File: config.mk
export PLATFORM = sky130hd
export DESIGN_NAME = usf_top
export DESIGN_NICKNAME = d
export VERILOG_FILES = /design/src/usf_pkg.sv /design/src/usf_top.sv
export SDC_FILE = /design/constraint.sdc
export NUM_CORES = 1
export LEC_CHECK = 0
export ABC_AREA = 1
export BUFFER_PORTS_ARGS = -buffer_cell sky130_fd_sc_hd__buf_2
export CAP_MARGIN = 25
export CELL_PAD_IN_SITES_DETAIL_PLACEMENT = 0
export CELL_PAD_IN_SITES_GLOBAL_PLACEMENT = 1
export CORE_ASPECT_RATIO = 0.9
export CORE_MARGIN = 2
export CORE_UTILIZATION = 39
export DETAILED_ROUTE_END_ITERATION = 12
export PLACE_DENSITY = 0.78
export SLEW_MARGIN = 20
export SYNTH_ARGS = -nofsm -noshare
export SYNTH_HDL_FRONTEND = slang
export SYNTH_SLANG_ARGS = --single-unit
export TNS_END_PERCENT = 10
File: constraint.sdc
create_clock -name mclk -period 1.98 [get_ports mclk]
set_input_delay 0.396 -clock mclk [delete_from_list [all_inputs] [get_ports mclk]]
set_output_delay 0.396 -clock mclk [all_outputs]
set_load 0.05 [all_outputs]
File: src/usf_pkg.sv
// usf_pkg: offsets, field positions, reset values and state type of the
// serial mode and flag block; assumes a 32-bit Avalon-MM register slave.
package usf_pkg;

   // byte offsets
   localparam logic [4:0] OFS_STATUS = 5'h00;
   localparam logic [4:0] OFS_DATA = 5'h04;
   localparam logic [4:0] OFS_CTRL = 5'h08;
   localparam logic [4:0] OFS_GUARD = 5'h0C;
   localparam logic [4:0] OFS_PEND = 5'h10;

   // status word bit positions
   localparam int SB_PE = 0;
   localparam int SB_FE = 1;
   localparam int SB_NE = 2;
   localparam int SB_ORE = 3;
   localparam int SB_IDLE = 4;
   localparam int SB_RX_HOLDING_FULL = 5;
   localparam int SB_TC = 6;
   localparam int SB_TXE = 7;
   localparam int SB_LBD = 8;
   localparam int SB_CTS = 9;
   localparam logic [9:0] ST_W0C = 10'h360;
   localparam logic [9:0] ST_SEQ_CLR = 10'h01F;
   localparam logic [9:0] ST_RST = 10'h0C0;

   // control word bit positions
   localparam int CB_LIN = 0;
   localparam int CB_BRK11 = 1;
   localparam int CB_SBRK = 2;
   localparam int CB_HDX = 3;
   localparam int CB_SC = 4;
   localparam int CB_NACK = 5;
   localparam int CB_IRDA = 6;
   localparam int CB_IRLP = 7;
   localparam int CB_DMAT = 8;
   localparam int CB_DMAR = 9;
   localparam int CB_IE_CTS = 10;
   localparam int CB_IE_LBD = 11;
   localparam int CB_IE_TXE = 12;
   localparam int CB_IE_TC = 13;
   localparam int CB_IE_RX_HOLDING_FULL = 14;
   localparam int CB_IE_IDLE = 15;
   localparam int CB_IE_PE = 16;
   localparam int CB_IE_ERR = 17;
   localparam logic [17:0] CTRL_SC_BITS = 18'h0_0030;
   localparam logic [17:0] CTRL_RST = 18'h0_0000;

   // counts in bit times
   localparam logic [3:0] BRK_DET_10 = 4'hA;
   localparam logic [3:0] BRK_DET_11 = 4'hB;
   localparam logic [3:0] BRK_TX_BITS = 4'hD;

   typedef enum logic [1:0] {TX_IDLE, TX_BUSY, TX_GUARD, TX_BREAK} usf_tx_t;

   typedef struct packed {
      logic ack;
      logic [31:0] rdata;
      logic [9:0] st;
      logic [17:0] ctl;
      logic [7:0] guard;
      logic [8:0] dr_rx;
      logic [8:0] dr_tx;
      logic hold_full;
      logic sr_seen;
      logic [2:0] rx_sync;
      logic rx_f;
      logic [2:0] cts_sync;
      logic cts_f;
      logic [3:0] low_cnt;
      logic brk_seen;
      usf_tx_t txs;
      logic [7:0] cnt;
      logic nack_act;
      logic tx_load;
      logic [8:0] tx_data;
      logic tx_o;
   } usf_state_t;

endpackage : usf_pkg

File: src/usf_top.sv
// usf_top: status flags, clearing sequences, LIN break, half duplex,
// smartcard guard and NACK, IrDA and DMA controls behind an Avalon-MM slave.
// assumes an external baud tick, character receiver and shift transmitter
// on mclk.
//
// The Avalon-MM interface to the registers and the placing of the registers were chosen for this implementation.
`timescale 1ns/1ns
`default_nettype none

module usf_top #(
   parameter bit HAS_SYNC = 1'b1
) (
   // clock and reset
   input wire logic mclk,
   input wire logic rst_n,
   // avalon-mm slave
   input wire logic [4:0] address,
   input wire logic read,
   input wire logic write,
   input wire logic [31:0] writedata,
   input wire logic [3:0] byteenable,
   output logic [31:0] readdata,
   output logic waitrequest,
   // serial pins
   input wire logic rx_i,
   input wire logic tx_i,
   output logic tx_o,
   output logic tx_oe,
   input wire logic cts_n,
   // baud tick
   input wire logic bit_tick,
   // character receiver
   output logic rx_line,
   input wire logic rx_valid,
   input wire logic [8:0] rx_data,
   input wire logic rx_parity_err,
   input wire logic rx_frame_err,
   input wire logic rx_noise_err,
   input wire logic rx_idle,
   // shift transmitter
   output logic tx_load,
   output logic [8:0] tx_data,
   input wire logic tx_serial,
   input wire logic tx_done,
   // mode outputs
   output logic irda_enable,
   output logic irda_low_power,
   output logic dma_transmit_request,
   output logic dma_receive_request
);
   import usf_pkg::*;

   usf_state_t q;
   usf_state_t n;

   ////////////////////////////////////////////////////////////////////////
   // helpers

   function automatic logic [31:0] lane_mask(input logic [3:0] be);
      lane_mask = {{8{be[3]}}, {8{be[2]}}, {8{be[1]}}, {8{be[0]}}};
   endfunction : lane_mask

   function automatic logic [31:0] merge(input logic [31:0] old,
                                         input logic [31:0] wd,
                                         input logic [31:0] m);
      merge = (old & ~m) | (wd & m);
   endfunction : merge

   ////////////////////////////////////////////////////////////////////////
   // bus decode and derived terms

   logic req;
   logic acc;
   logic rd_acc;
   logic wr_acc;
   logic [31:0] bm;
   logic [9:0] pend;
   logic [17:0] ctl_w;
   logic [3:0] brk_thr;
   logic sc_on;
   logic sel_status;
   logic sel_data;
   logic [31:0] mrg;

   assign req = read | write;
   assign waitrequest = req & ~q.ack;
   assign acc = req & q.ack;
   assign rd_acc = acc & read;
   assign wr_acc = acc & write;
   assign bm = lane_mask(byteenable);
   assign sel_status = (address == OFS_STATUS);
   assign sel_data = (address == OFS_DATA);
   // smartcard features exist only with synchronous support
   assign sc_on = HAS_SYNC & q.ctl[CB_SC];
   assign brk_thr = q.ctl[CB_BRK11] ? BRK_DET_11 : BRK_DET_10;

   // pending per source, overrun, noise and framing errors under one enable
   always_comb begin
      pend = '0;
      pend[SB_CTS] = q.st[SB_CTS] & q.ctl[CB_IE_CTS];
      pend[SB_LBD] = q.st[SB_LBD] & q.ctl[CB_IE_LBD];
      pend[SB_TXE] = q.st[SB_TXE] & q.ctl[CB_IE_TXE];
      pend[SB_TC] = q.st[SB_TC] & q.ctl[CB_IE_TC];
      pend[SB_RX_HOLDING_FULL] = q.st[SB_RX_HOLDING_FULL] & q.ctl[CB_IE_RX_HOLDING_FULL];
      pend[SB_IDLE] = q.st[SB_IDLE] & q.ctl[CB_IE_IDLE];
      pend[SB_PE] = q.st[SB_PE] & q.ctl[CB_IE_PE];
      pend[SB_ORE] = q.st[SB_ORE] & q.ctl[CB_IE_ERR];
      pend[SB_NE] = q.st[SB_NE] & q.ctl[CB_IE_ERR];
      pend[SB_FE] = q.st[SB_FE] & q.ctl[CB_IE_ERR];
   end

   ////////////////////////////////////////////////////////////////////////
   // next state

   logic [9:0] st_set;
   logic [9:0] st_clr;

   always_comb begin
      n = q;
      st_set = '0;
      st_clr = '0;
      ctl_w = q.ctl;
      mrg = '0;
      n.tx_load = 1'b0;

      // bus handshake: request taken one edge after it appears
      n.ack = req & ~q.ack;
      if (req & ~q.ack) begin
         // refreshed on writes too; only a read hands it over
         case (address)
            OFS_STATUS: n.rdata = {22'h00_0000, q.st};
            OFS_DATA: n.rdata = {23'h00_0000, q.dr_rx};
            OFS_CTRL: n.rdata = {14'h0000, q.ctl};
            OFS_GUARD: n.rdata = {24'h00_0000, q.guard};
            OFS_PEND: n.rdata = {22'h00_0000, pend};
            default: n.rdata = 32'h0000_0000;
         endcase
      end

      // pin synchronisers; a change counts once stages two and three agree
      n.rx_sync = {q.rx_sync[1:0], q.ctl[CB_HDX] ? tx_i : rx_i};
      if (q.rx_sync[2] == q.rx_sync[1]) begin
         n.rx_f = q.rx_sync[2];
      end
      // with synchronous support, any settled change of clear-to-send raises its flag
      n.cts_sync = {q.cts_sync[1:0], cts_n};
      if (q.cts_sync[2] == q.cts_sync[1]) begin
         n.cts_f = q.cts_sync[2];
         if (HAS_SYNC && q.cts_sync[2] != q.cts_f) begin
            st_set[SB_CTS] = 1'b1;
         end
      end

      // register accesses and their side effects
      // a status read arms the clearing sequence; any data access ends it
      if (rd_acc && sel_status) begin
         n.sr_seen = 1'b1;
      end
      // data read clears receive full; a status read first also clears errors
      if (rd_acc && sel_data) begin
         st_clr[SB_RX_HOLDING_FULL] = 1'b1;
         if (q.sr_seen) begin
            st_clr = st_clr | ST_SEQ_CLR;
         end
         n.sr_seen = 1'b0;
      end
      if (wr_acc) begin
         case (address)
            OFS_STATUS: begin
               st_clr = st_clr | (ST_W0C & bm[9:0] & ~writedata[9:0]);
            end
            OFS_DATA: begin
               // the data word takes bits 8:0 whatever the lanes
               n.dr_tx = writedata[8:0];
               n.hold_full = 1'b1;
               st_clr[SB_TXE] = 1'b1;
               if (q.sr_seen) begin
                  st_clr[SB_TC] = 1'b1;
               end
               n.sr_seen = 1'b0;
            end
            OFS_CTRL: begin
               mrg = merge({14'h0000, q.ctl}, writedata, bm);
               ctl_w = mrg[17:0];
               if (!HAS_SYNC) begin
                  ctl_w = ctl_w & ~CTRL_SC_BITS;
               end
            end
            OFS_GUARD: begin
               if (HAS_SYNC) begin
                  mrg = merge({24'h00_0000, q.guard}, writedata, bm);
                  n.guard = mrg[7:0];
               end
            end
            default: ;
         endcase
      end

      // receive side
      if (rx_valid) begin
         // overrun keeps the stored character and its flags
         if (q.st[SB_RX_HOLDING_FULL]) begin
            st_set[SB_ORE] = 1'b1;
         end else begin
            n.dr_rx = rx_data;
            st_set[SB_RX_HOLDING_FULL] = 1'b1;
            st_set[SB_PE] = rx_parity_err;
            st_set[SB_FE] = rx_frame_err;
            st_set[SB_NE] = rx_noise_err;
         end
         // the nack holds the line low until the next bit time
         if (rx_parity_err && sc_on && q.ctl[CB_NACK]) begin
            n.nack_act = 1'b1;
         end
      end else if (q.nack_act && bit_tick) begin
         n.nack_act = 1'b0;
      end
      st_set[SB_IDLE] = rx_idle;

      // LIN break detection on the filtered line
      // one flag per low stretch; the line must rise before the next
      if (!q.ctl[CB_LIN] || q.rx_f) begin
         n.low_cnt = '0;
         n.brk_seen = 1'b0;
      end else if (bit_tick && !q.brk_seen) begin
         n.low_cnt = q.low_cnt + 4'h1;
         if (q.low_cnt + 4'h1 == brk_thr) begin
            st_set[SB_LBD] = 1'b1;
            n.brk_seen = 1'b1;
         end
      end

      // transmit sequencer
      // a break request goes ahead of a waiting character
      case (q.txs)
         TX_IDLE: begin
            if (q.ctl[CB_SBRK]) begin
               n.txs = TX_BREAK;
               n.cnt = '0;
            end else if (q.hold_full) begin
               n.tx_load = 1'b1;
               n.tx_data = q.dr_tx;
               n.hold_full = 1'b0;
               st_set[SB_TXE] = 1'b1;
               n.txs = TX_BUSY;
            end
         end
         // complete only with nothing left in the holding register
         TX_BUSY: begin
            if (tx_done) begin
               n.cnt = '0;
               if (sc_on && q.guard != 8'h00) begin
                  n.txs = TX_GUARD;
               end else begin
                  n.txs = TX_IDLE;
                  st_set[SB_TC] = ~n.hold_full;
               end
            end
         end
         // guard bit times count from the end of the frame
         TX_GUARD: begin
            if (bit_tick) begin
               n.cnt = q.cnt + 8'h01;
               if (q.cnt + 8'h01 == q.guard) begin
                  n.txs = TX_IDLE;
                  st_set[SB_TC] = ~n.hold_full;
               end
            end
         end
         TX_BREAK: begin
            if (bit_tick) begin
               n.cnt = q.cnt + 8'h01;
               if (q.cnt + 8'h01 == {4'h0, BRK_TX_BITS}) begin
                  n.txs = TX_IDLE;
                  ctl_w[CB_SBRK] = 1'b0;
                  st_set[SB_TC] = ~n.hold_full;
               end
            end
         end
         default: n.txs = TX_IDLE;
      endcase

      // line drive: break and NACK pull low over the shifter bit
      n.tx_o = tx_serial & (q.txs != TX_BREAK) & ~q.nack_act;

      n.ctl = ctl_w;
      // hardware set wins over any clear in the same edge
      n.st = (q.st & ~st_clr) | st_set;
      if (!HAS_SYNC) begin
         n.st[SB_CTS] = 1'b0;
      end
   end

   ////////////////////////////////////////////////////////////////////////
   // state register

   always_ff @(posedge mclk) begin
      if (!rst_n) begin
         q <= '{
            ack: 1'b0,
            rdata: 32'h0000_0000,
            st: ST_RST,
            ctl: CTRL_RST,
            guard: 8'h00,
            dr_rx: 9'h000,
            dr_tx: 9'h000,
            hold_full: 1'b0,
            sr_seen: 1'b0,
            rx_sync: 3'h7,
            rx_f: 1'b1,
            cts_sync: 3'h7,
            cts_f: 1'b1,
            low_cnt: 4'h0,
            brk_seen: 1'b0,
            txs: TX_IDLE,
            cnt: 8'h00,
            nack_act: 1'b0,
            tx_load: 1'b0,
            tx_data: 9'h000,
            tx_o: 1'b1
         };
      end else begin
         q <= n;
      end
   end

   ////////////////////////////////////////////////////////////////////////
   // outputs

   assign readdata = q.rdata;
   assign rx_line = q.rx_f;
   assign tx_load = q.tx_load;
   assign tx_data = q.tx_data;
   assign tx_o = q.tx_o;
   // half duplex releases the shared line unless something is being sent
   assign tx_oe = ~q.ctl[CB_HDX] | (q.txs != TX_IDLE) | q.nack_act;
   assign irda_enable = q.ctl[CB_IRDA];
   assign irda_low_power = q.ctl[CB_IRLP];
   // dma requests follow the flags, so a data access drops them at once
   assign dma_transmit_request = q.ctl[CB_DMAT] & q.st[SB_TXE];
   assign dma_receive_request = q.ctl[CB_DMAR] & q.st[SB_RX_HOLDING_FULL];

endmodule : usf_top

`default_nettype wire

======== Word-level counts from Yosys, hierarchy flattened ========
Index checks and enable logic that the tools add are counted.
word-level totals
  bits in registers ....................... 124
  output and inout bits ................... 50
  word-level logic and storage cells ...... 169
operators by class
  add/sub/neg operators ................... 2
  equality and inequality tests ........... 22
  multiplexer cells ....................... 56
  bitwise operators ....................... 41
  reduce and logical (&&, ||, !) cells .... 26
operators with widths
  cell                 number
  $pmux 18 s5          1
  $mux 10              5
  $pmux 10 s4          1
  $and 18x18->18       2
  $mux 1               31
  $and 10x10->10       2
  $not 10->10          2
  $or 10x10->10        2
  $and 1x1->1          18
  $not 18->18          1
  $or 18x18->18        1
  $mux 2               8
  $ne 2x2->1 const B   7
  $mux 6               2
  $reduce_and 2->1     6
  $eq 5x4->1 const B   2
  $mux 3               3
  $add 8x1->8 const B  1
  $and 8x8->8          1
  $eq 8x4->1 const B   1
  $eq 8x8->1           1
  $mux 8               1
  $not 1->1            8
  $or 8x8->8           1
  27 further kinds     39

======== Logic depth before layout (Yosys ltp) ========
Gate-level depths: netlist of run 1.
  depth in word-level cells ............... 13
  mapped depth ............................ 13

======== Worst setup path after synthesis of run 1 ========
OpenSTA, ideal clock, no wires.
  kind .................................... input port to output port
  start ................................... in read
  end ..................................... out waitrequest
  arrival time ............................ 1336 ps
  path slack .............................. 248 ps
  cell stages on the path ................. 4
  path buffers ............................ 2
  path through ............................ nor2_1 -> nor2_1 -> buf_2 -> clkbuf_1
between the ends
  word-level cells in the longest chain between the ends .. 2
ends and longest elaborated chain
  what         RTL line       source
  from (decl)  usf_top.sv:18  input wire logic read,
  $or 1x1->1   usf_top.sv:85  assign req = read | write;
  $and 1x1->1  usf_top.sv:86  assign waitrequest = req & ~q.ack;
  to (decl)    usf_top.sv:23  output logic waitrequest,
Every way passes these cells.

======== Worst setup path in the final report of run 1 ========
  start ................................... reg q[12] (netlist bit)
  end ..................................... reg q[21] (netlist bit)
between the ends
  word-level cells in the longest chain between the ends .. 4
  elaborated cells on any way between the ends .. 6
ends and longest elaborated chain
  what                                             RTL line                        source
  from (decl)                                      usf_top.sv:53                   usf_state_t q;
  from (signal assigned)                           usf_top.sv:299                  q <= '{
  from (signal assigned)                           usf_top.sv:323                  q <= n;
  $add 8x1->8 (*)                                  usf_top.sv:264, usf_top.sv:273
  $eq 8x4->1 / $eq 8x8->1 (equally long branches)  usf_top.sv:273, usf_top.sv:264
  $ne 2x2->1 (no source line)                      -
  $reduce_and 6->1 (no source line) (*)            -
Mark *: on every way between the ends. The rest lies on a longest branch, timed or not.
A chain may end at the register's enable or synchronous reset.

==> results of run 1 <==
cell usage in the layout, fill, tap and decap left out, drive strengths merged, types with 2 or more instances in the layout:
master,n
o21ai,73
o211ai,5
nand2,106
a21oi,67
a31oi,2
xor2,2
nor2,87
nand3,37
dfxtp,110
nand3b,3
o22ai,5
buf,98
a211oi,3
clkinv,3
or2,5
nor3,5
conb,14
inv,68
a221oi,3
nand4,4
a22oi,4
clkbuf,10
a22o,9
ha,3
Yosys cell counts (2+ instances only):
master    instances  area (sq um)
dfxtp_1         110          2200
nand2_1          96           360
nor2_1           76           285
o21ai_0          72           360
a21oi_1          67           335
inv_1            61           229
buf_4            41           308
nand3_1          32           160
clkbuf_1         12          45.0
nand2_2          10          62.6
a22o_1            9          78.8
nor2_2            7          43.8
nor3_1            5          25.0
o211ai_1          5          37.5
o22ai_1           5          31.3
or2_2             5          31.3
a22oi_1           4          30.0
buf_2             4          20.0
inv_2             4          15.0
nand3_2           4          40.0
nand4_1           4          25.0
nor2_4            4          45.0
a211oi_1          3          22.5
a221oi_1          3          26.3
clkinv_1          3          11.3
ha_1              3          37.5
nand3b_1          3          22.5
a31oi_1           2          12.5
xor2_1            2          17.5
routing by layer:
layer / vias up / global-route usage / part of all wire
met3: 11 / 0.0466 / 0.041
met1: 2086 / 0.264 / 0.47
met5: - / 0 / 0
met4: 0 / 0.0485 / 0.010
met2: 95 / 0.331 / 0.48
li1: 2292 / - / -
area by class of cell:
cell class	count	area share
Tap cell	164	0.0360
Clock buffer	10	0.0419
Multi-Input combinational cell	443	0.388
Inverter	68	0.0447
Timing Repair Buffer	98	0.0917
Clock inverter	5	0.0116
Sequential cell	110	0.386
power by group:
group | switching (mW) | total, mW | internal, mW | leakage (nW)
clock | 0.857 | 1.88 | 1.03 | 0.147
sequential | 0.0987 | 2.41 | 2.31 | 0.895
combinational | 0.577 | 0.825 | 0.248 | 1.44
logic make-up after synthesis:
group           Yosys count
fa+ha+maj                 3
compound gates          175
simple gates            248
buf+inv                 128
other cells               1
flops                   110
xor+xnor                  3
stage by stage:
stage / total power, mW / utilization / std cells / hold WS, ns / area, sq um
global route: 5.35 / 0.451 / 898 / 0.215 / 5700
global placement: 3.27 / 0.427 / 883 / 0.395 / 5400
detailed placement: 3.28 / 0.427 / 883 / 0.399 / 5400
finish: 5.12 / 0.451 / 898 / 0.218 / 5700
floorplan: 3.09 / - / 681 / 0.393 / 5060
CTS: 5.15 / 0.451 / 898 / 0.211 / 5700
final timing paths:
path                            depth (start not counted)     to  slack [ns]  startpoint
worst max-delay path                                   12  q[21]        0.20       q[12]
worst min-delay path                                    2  n[29]        0.22       cts_n
worst max register to register                         12  q[21]        0.20       q[12]
worst min register to register                          1  n[34]        0.42       n[33]
==> key figures, run 1 <==
Final layout
  – Multi-input logic area: around 2200 sq um
  – Synth-to-Final Area Change: 13.7%
  – Share of cells above drive strength 1: 0.202
  – Antenna fix cells: 0
  – Register area: around 2200 sq um
  – Final nets: 798
  – Layout fillers: 1297

Clock tree
  – Htree depth: 3
  – Root Driver: clkbuf_16
  – Postcts setup bufs: 0
  – Cells resized by post-CTS repair: 0
  – CTS Buf Count: 9
  – Worst-path clk slew: approximately 0.07 ns
  – Worst skew pair latency: around 0.36 ns
  – Hold_buf cts: 0
  – TritonCTS clock tree: done
  – CTS Buffer Depth: 2
  – CTS sink count: 110

Place
  – GPL Wtd Cong: between 0.9 and 1
  – Dpl ws: approximately 0.2 ns
  – IO buf count: 85
  – DP HPWL: approximately 10000 um

Global route
  – Total grt overflow: 0
  – First-pass GRT wire length: 21600 um
  – Total GRT Usage: 0.200
  – Pin count of the biggest net entering global routing: 35
  – Vias in the first global route: about 4400
  – Initial antenna violation count: 0

Setup path
  – Kind of critical path: reg -> reg
  – Worst path arrival time: about 2.0 ns
  – WP data required: roughly 2.2 ns
  – CP max stage delay: approximately 0.43 ns
  – Cell seen most often among critical-path stages: nand2_2
  – Critical Path Source Type: flop
  – Critical-path top delay cell: dfxtp_1
  – Endpoint class of the critical path: flop
  – Crit-path max FO: 5
  – Worst-path cell chain: ha_1, nand2_2, nor2_4, nand2_2, nand2_2, nand2_2, nor2_2, nand2_1, nand2_2, nand2_2, nor2_1, a21oi_1
  – Worst Path Buf+Inv: 0
  – CP delay by family, top: simple AND/OR/NAND/NOR gates

Drt
  – Vias: about 4500
  – Drt first pass iters: 6
  – Iteration-0 DRC count of the detailed router: about 260
  – Drt via density: between 4 and 5
  – Number of nets with antenna violations after routing: 0
  – Drt drc: 0
  – Final wirelength: 13300 um
  – WL per Instance: approximately 15 um

Synthesis
  – Adder-cell share of the synthesized area: 0.00749
  – Number of synthesized flops with an enable pin: 0
  – Synth Area in Compound Gates: 0.194
  – Cells after Synth: around 670
  – Post-Syn Area: 5010 sq um
  – Commonest register cell after synthesis: dfxtp_1
  – Synthesized area per cell: 7.51 sq um
  – Post-synthesis simple-gate area fraction: 0.224
  – XOR/XNOR share of the synthesized area: 0.00524
  – Yosys warns: 0
  – Sequential-to-total area share from yosys stat: 0.439
  – Flop and latch count out of synthesis: 110
  – Yosys cell types: between 40 and 50
  – Largest family of logic cells by synthesized area: simple AND/OR/NAND/NOR gates
  – Mux contribution to synthesized area: 0
  – FFs w/ async S/R, synth: 0

Min path
  – HP Class: in -> reg

Die
  – Die Y-Extent: between 100 and 150 um
  – Core area: roughly 13000 sq um
  – Width of the die: about 120 um
  – Starting Density: 0.397
  – I/O Pins: between 100 and 150
  – Die area: 13800 sq um
  – Row cnt: 39

Timing
  – Setup TNS: 0 ns
  – Setup Viol. Count Final: 0
  – Worst Skew: 0.00565 ns
  – Min Tclk post-route: approximately 1.8 ns
  – Final hold vios: 0
  – Max-slew headroom: 0.575
  – Worst-Margin Slew: around 0.63 ns
  – RSZ-0062 raised after global routing: no
  – Final worst-path cycle share: 0.897
  – Fmax: around 560 MHz
  – Pins Over Slew Limit: 0
  – Post-route setup slack: 0.204 ns

Pwr
  – Leak pwr: roughly 2.5 nW
  – Max IR drop VDD: 0.631 mV
  – Pwr/cell area: between 800 and 900 nW/um^2

Job
  – Max cap viols: 0

Run status
  – Status: finished clean
(Power assumes the default switching activity.)
==> run 2, diff against run 1 <==
- CORE_ASPECT_RATIO: 0.9 -> 0.75
==> run 2 against run 1 <==
Compared with the run above:
- fmax decreased by 1.7%
- largest power group unchanged
- register-to-register slack got worse by 0.03 ns
- global-route usage increased by 0.23 points
- sequential share of layout area about the same
- largest cell class unchanged
- highest routed layer unchanged
- worst setup slack got worse by 0.030 ns
- clock skew increased by 0.0042 ns
- die area about the same
==> key figures, run 2 (synthesis results as in run 1) <==
Clock tree
  – Worst-path clk slew: 0.08 ns (was 0.07 ns)
  – Root Driver: clkbuf_16 (unchanged)
  – CTS sink count: 110 (unchanged)
  – Worst skew pair latency: 0.35 ns (was 0.36 ns)
  – CTS Buf Count: 9 (unchanged)
  – Htree depth: 3 (unchanged)
  – Cells resized by post-CTS repair: 0 (unchanged)
  – TritonCTS clock tree: done (unchanged)
  – CTS Buffer Depth: 2 (unchanged)
  – Hold_buf cts: 0 (unchanged)
  – Postcts setup bufs: 0 (unchanged)

Pwr
  – Max IR drop VDD: 0.446 mV (was 0.631 mV)
  – Pwr/cell area: 880 nW/um^2 (was 897 nW/um^2)
  – Leak pwr: 2.48 nW (about the same)
  – Total power: 5.02 mW (was 5.12 mW)

Final layout
  – Antenna fix cells: 0 (unchanged)
  – Non-Filler Cell Area, Final: 5700 sq um (about the same)
  – Layout fillers: 1238 (was 1297)
  – Final nets: 799 (was 798)
  – Synth-to-Final Area Change: 13.7% (about the same)
  – Multi-input logic area: 2210 sq um (unchanged)
  – Non-Filler Instances: 902 (was 898)
  – Util after Layout: 0.460 (was 0.451)
  – Most common cell after layout, fill and taps aside: dfxtp_1 (unchanged)
  – Register area: 2200 sq um (unchanged)
  – Share of cells above drive strength 1: 0.202 (about the same)
  – Commonest cells after routing, fill and taps aside: dfxtp_1, nand2_1, buf_2, nor2_1, o21ai_0 (unchanged)

Drt
  – Drt first pass iters: 5 (was 6)
  – Vias: 4554 (was 4484)
  – Drt via density: 5.05 (was 4.99)
  – Iteration-0 DRC count of the detailed router: 279 (was 257)
  – WL per Instance: 15.0 um (was 14.9 um)
  – Final wirelength: 13500 um (was 13300 um)
  – Drt drc: 0 (unchanged)
  – Number of nets with antenna violations after routing: 0 (unchanged)

Timing
  – Pins Over Slew Limit: 0 (unchanged)
  – Min Tclk post-route: 1.81 ns (was 1.78 ns)
  – RSZ-0062 raised after global routing: no (unchanged)
  – Max-slew headroom: 0.626 (was 0.575)
  – Fmax: 554 MHz (was 563 MHz)
  – Setup TNS: 0 ns (unchanged)
  – Final worst-path cycle share: 0.912 (was 0.897)
  – Worst-Margin Slew: 0.557 ns (was 0.632 ns)
  – Worst Skew: 0.00988 ns (was 0.00565 ns)
  – Final hold vios: 0 (unchanged)
  – Setup Viol. Count Final: 0 (unchanged)

Global route
  – Total GRT Usage: 0.203 (was 0.200)
  – First-pass GRT wire length: 21900 um (was 21600 um)
  – Initial antenna violation count: 0 (unchanged)
  – Vias in the first global route: 4285 (was 4377)
  – Total grt overflow: 0 (unchanged)
  – Pin count of the biggest net entering global routing: 58 (was 35)

Place
  – Dpl cell area: 5410 sq um (was 5400 sq um)
  – IO buf count: 85 (unchanged)
  – Placed insts: 886 (was 883)
  – DP HPWL: 10300 um (was 10200 um)
  – GPL Wtd Cong: 0.848 (was 0.915)

Die
  – Core area: 12400 sq um (was 12600 sq um)
  – Row cnt: 35 (was 39)
  – Starting Density: 0.405 (was 0.397)
  – Die Y-Extent: 102 um (was 112 um)
  – Width of the die: 135 um (was 124 um)
  – Die area: 13800 sq um (about the same)
  – I/O Pins: 115 (unchanged)

Setup path
  – Endpoint class of the critical path: flop (unchanged)
  – Worst-path cell chain: ha_1, nand2_2, nor2_4, nand2_2, nand2_2, nand2_2, nor2_2, nand2_1, o31ai_1, inv_1 (was ha_1, nand2_2, nor2_4, nand2_2, nand2_2, nand2_2, nor2_2, nand2_1, nand2_2, nand2_2, nor2_1, a21oi_1)
  – Critical-path top delay cell: dfxtp_1 (unchanged)
  – Critical Path Source Type: flop (unchanged)
  – Cell seen most often among critical-path stages: nand2_2 (unchanged)
  – CP max stage delay: 0.43 ns (about the same)
  – Crit-path max FO: 5 (unchanged)
  – WP data required: 2.22 ns (was 2.23 ns)
  – Kind of critical path: reg -> reg (unchanged)
  – Worst path arrival time: 2.04 ns (was 2.02 ns)

Run status
  – Status: finished clean (unchanged)

Job
  – Max cap viols: 0 (unchanged)

Min path
  – HP Class: in -> reg (unchanged)
==> run 2: cell count changes in the layout (fill, tap and decap cells not counted), sizes merged <==
| cell | previous run | this run |
|---|---|---|
| buf | 98 | 99 |
| bufinv | 1 | 0 |
| clkinv | 3 | 6 |
| clkinvlp | 1 | 0 |
==> run 2: worst paths after layout <==
path	depth (start not counted)	startpoint	end	slack [ns]
hold reg to reg	1	n[29]	n[30]	0.42
hold / removal	2	cts_n	n[29]	0.22
setup / recovery	10	q[12]	q[65]	0.17
setup reg to reg	10	q[12]	q[65]	0.17
==> run 2: layout make-up <==
class                           instances  share of cell area
Clock buffer                           10              0.0402
Tap cell                              166              0.0364
Timing Repair Buffer                   99              0.0931
Inverter                               68              0.0448
Clock inverter                          6              0.0110
Sequential cell                       110               0.386
Multi-Input combinational cell        443               0.388
==> run 2: metrics by stage <==
stage	worst slack (ns)	hold WS, ns
2_1_floorplan	0.248	0.393
3_3_place_gp	0.258	0.400
3_5_place_dp	0.203	0.403
4_1_cts	0.208	0.218
5_1_grt	0.0556	0.228
6_report	0.174	0.224
==> run 2: per-layer routing <==
layer / share of wire / track usage / vias to the layer above
li1: - / - / 2282
met1: 0.51 / 0.304 / 2114
met2: 0.42 / 0.299 / 147
met3: 0.066 / 0.0456 / 11
met4: 0.0089 / 0.0409 / 0
met5: 0 / 0 / -
==> run 2: worst max-delay path: cells and delay by family (launching register included) <==
family / cells / cell delay (ns)
adder cells (fa/ha/maj): 1 / 0.26
buffers and inverters: 1 / 0.07
AND/OR/NAND/NOR: 7 / 0.69
AO/OA/AOI/OAI: 1 / 0.26
flip-flops: 1 / 0.43
==> run 2: power breakdown <==
group	total (mW)	internal [mW]	switching (mW)
clock	1.79	0.890	0.896
combinational	0.828	0.247	0.581
sequential	2.40	2.31	0.0953
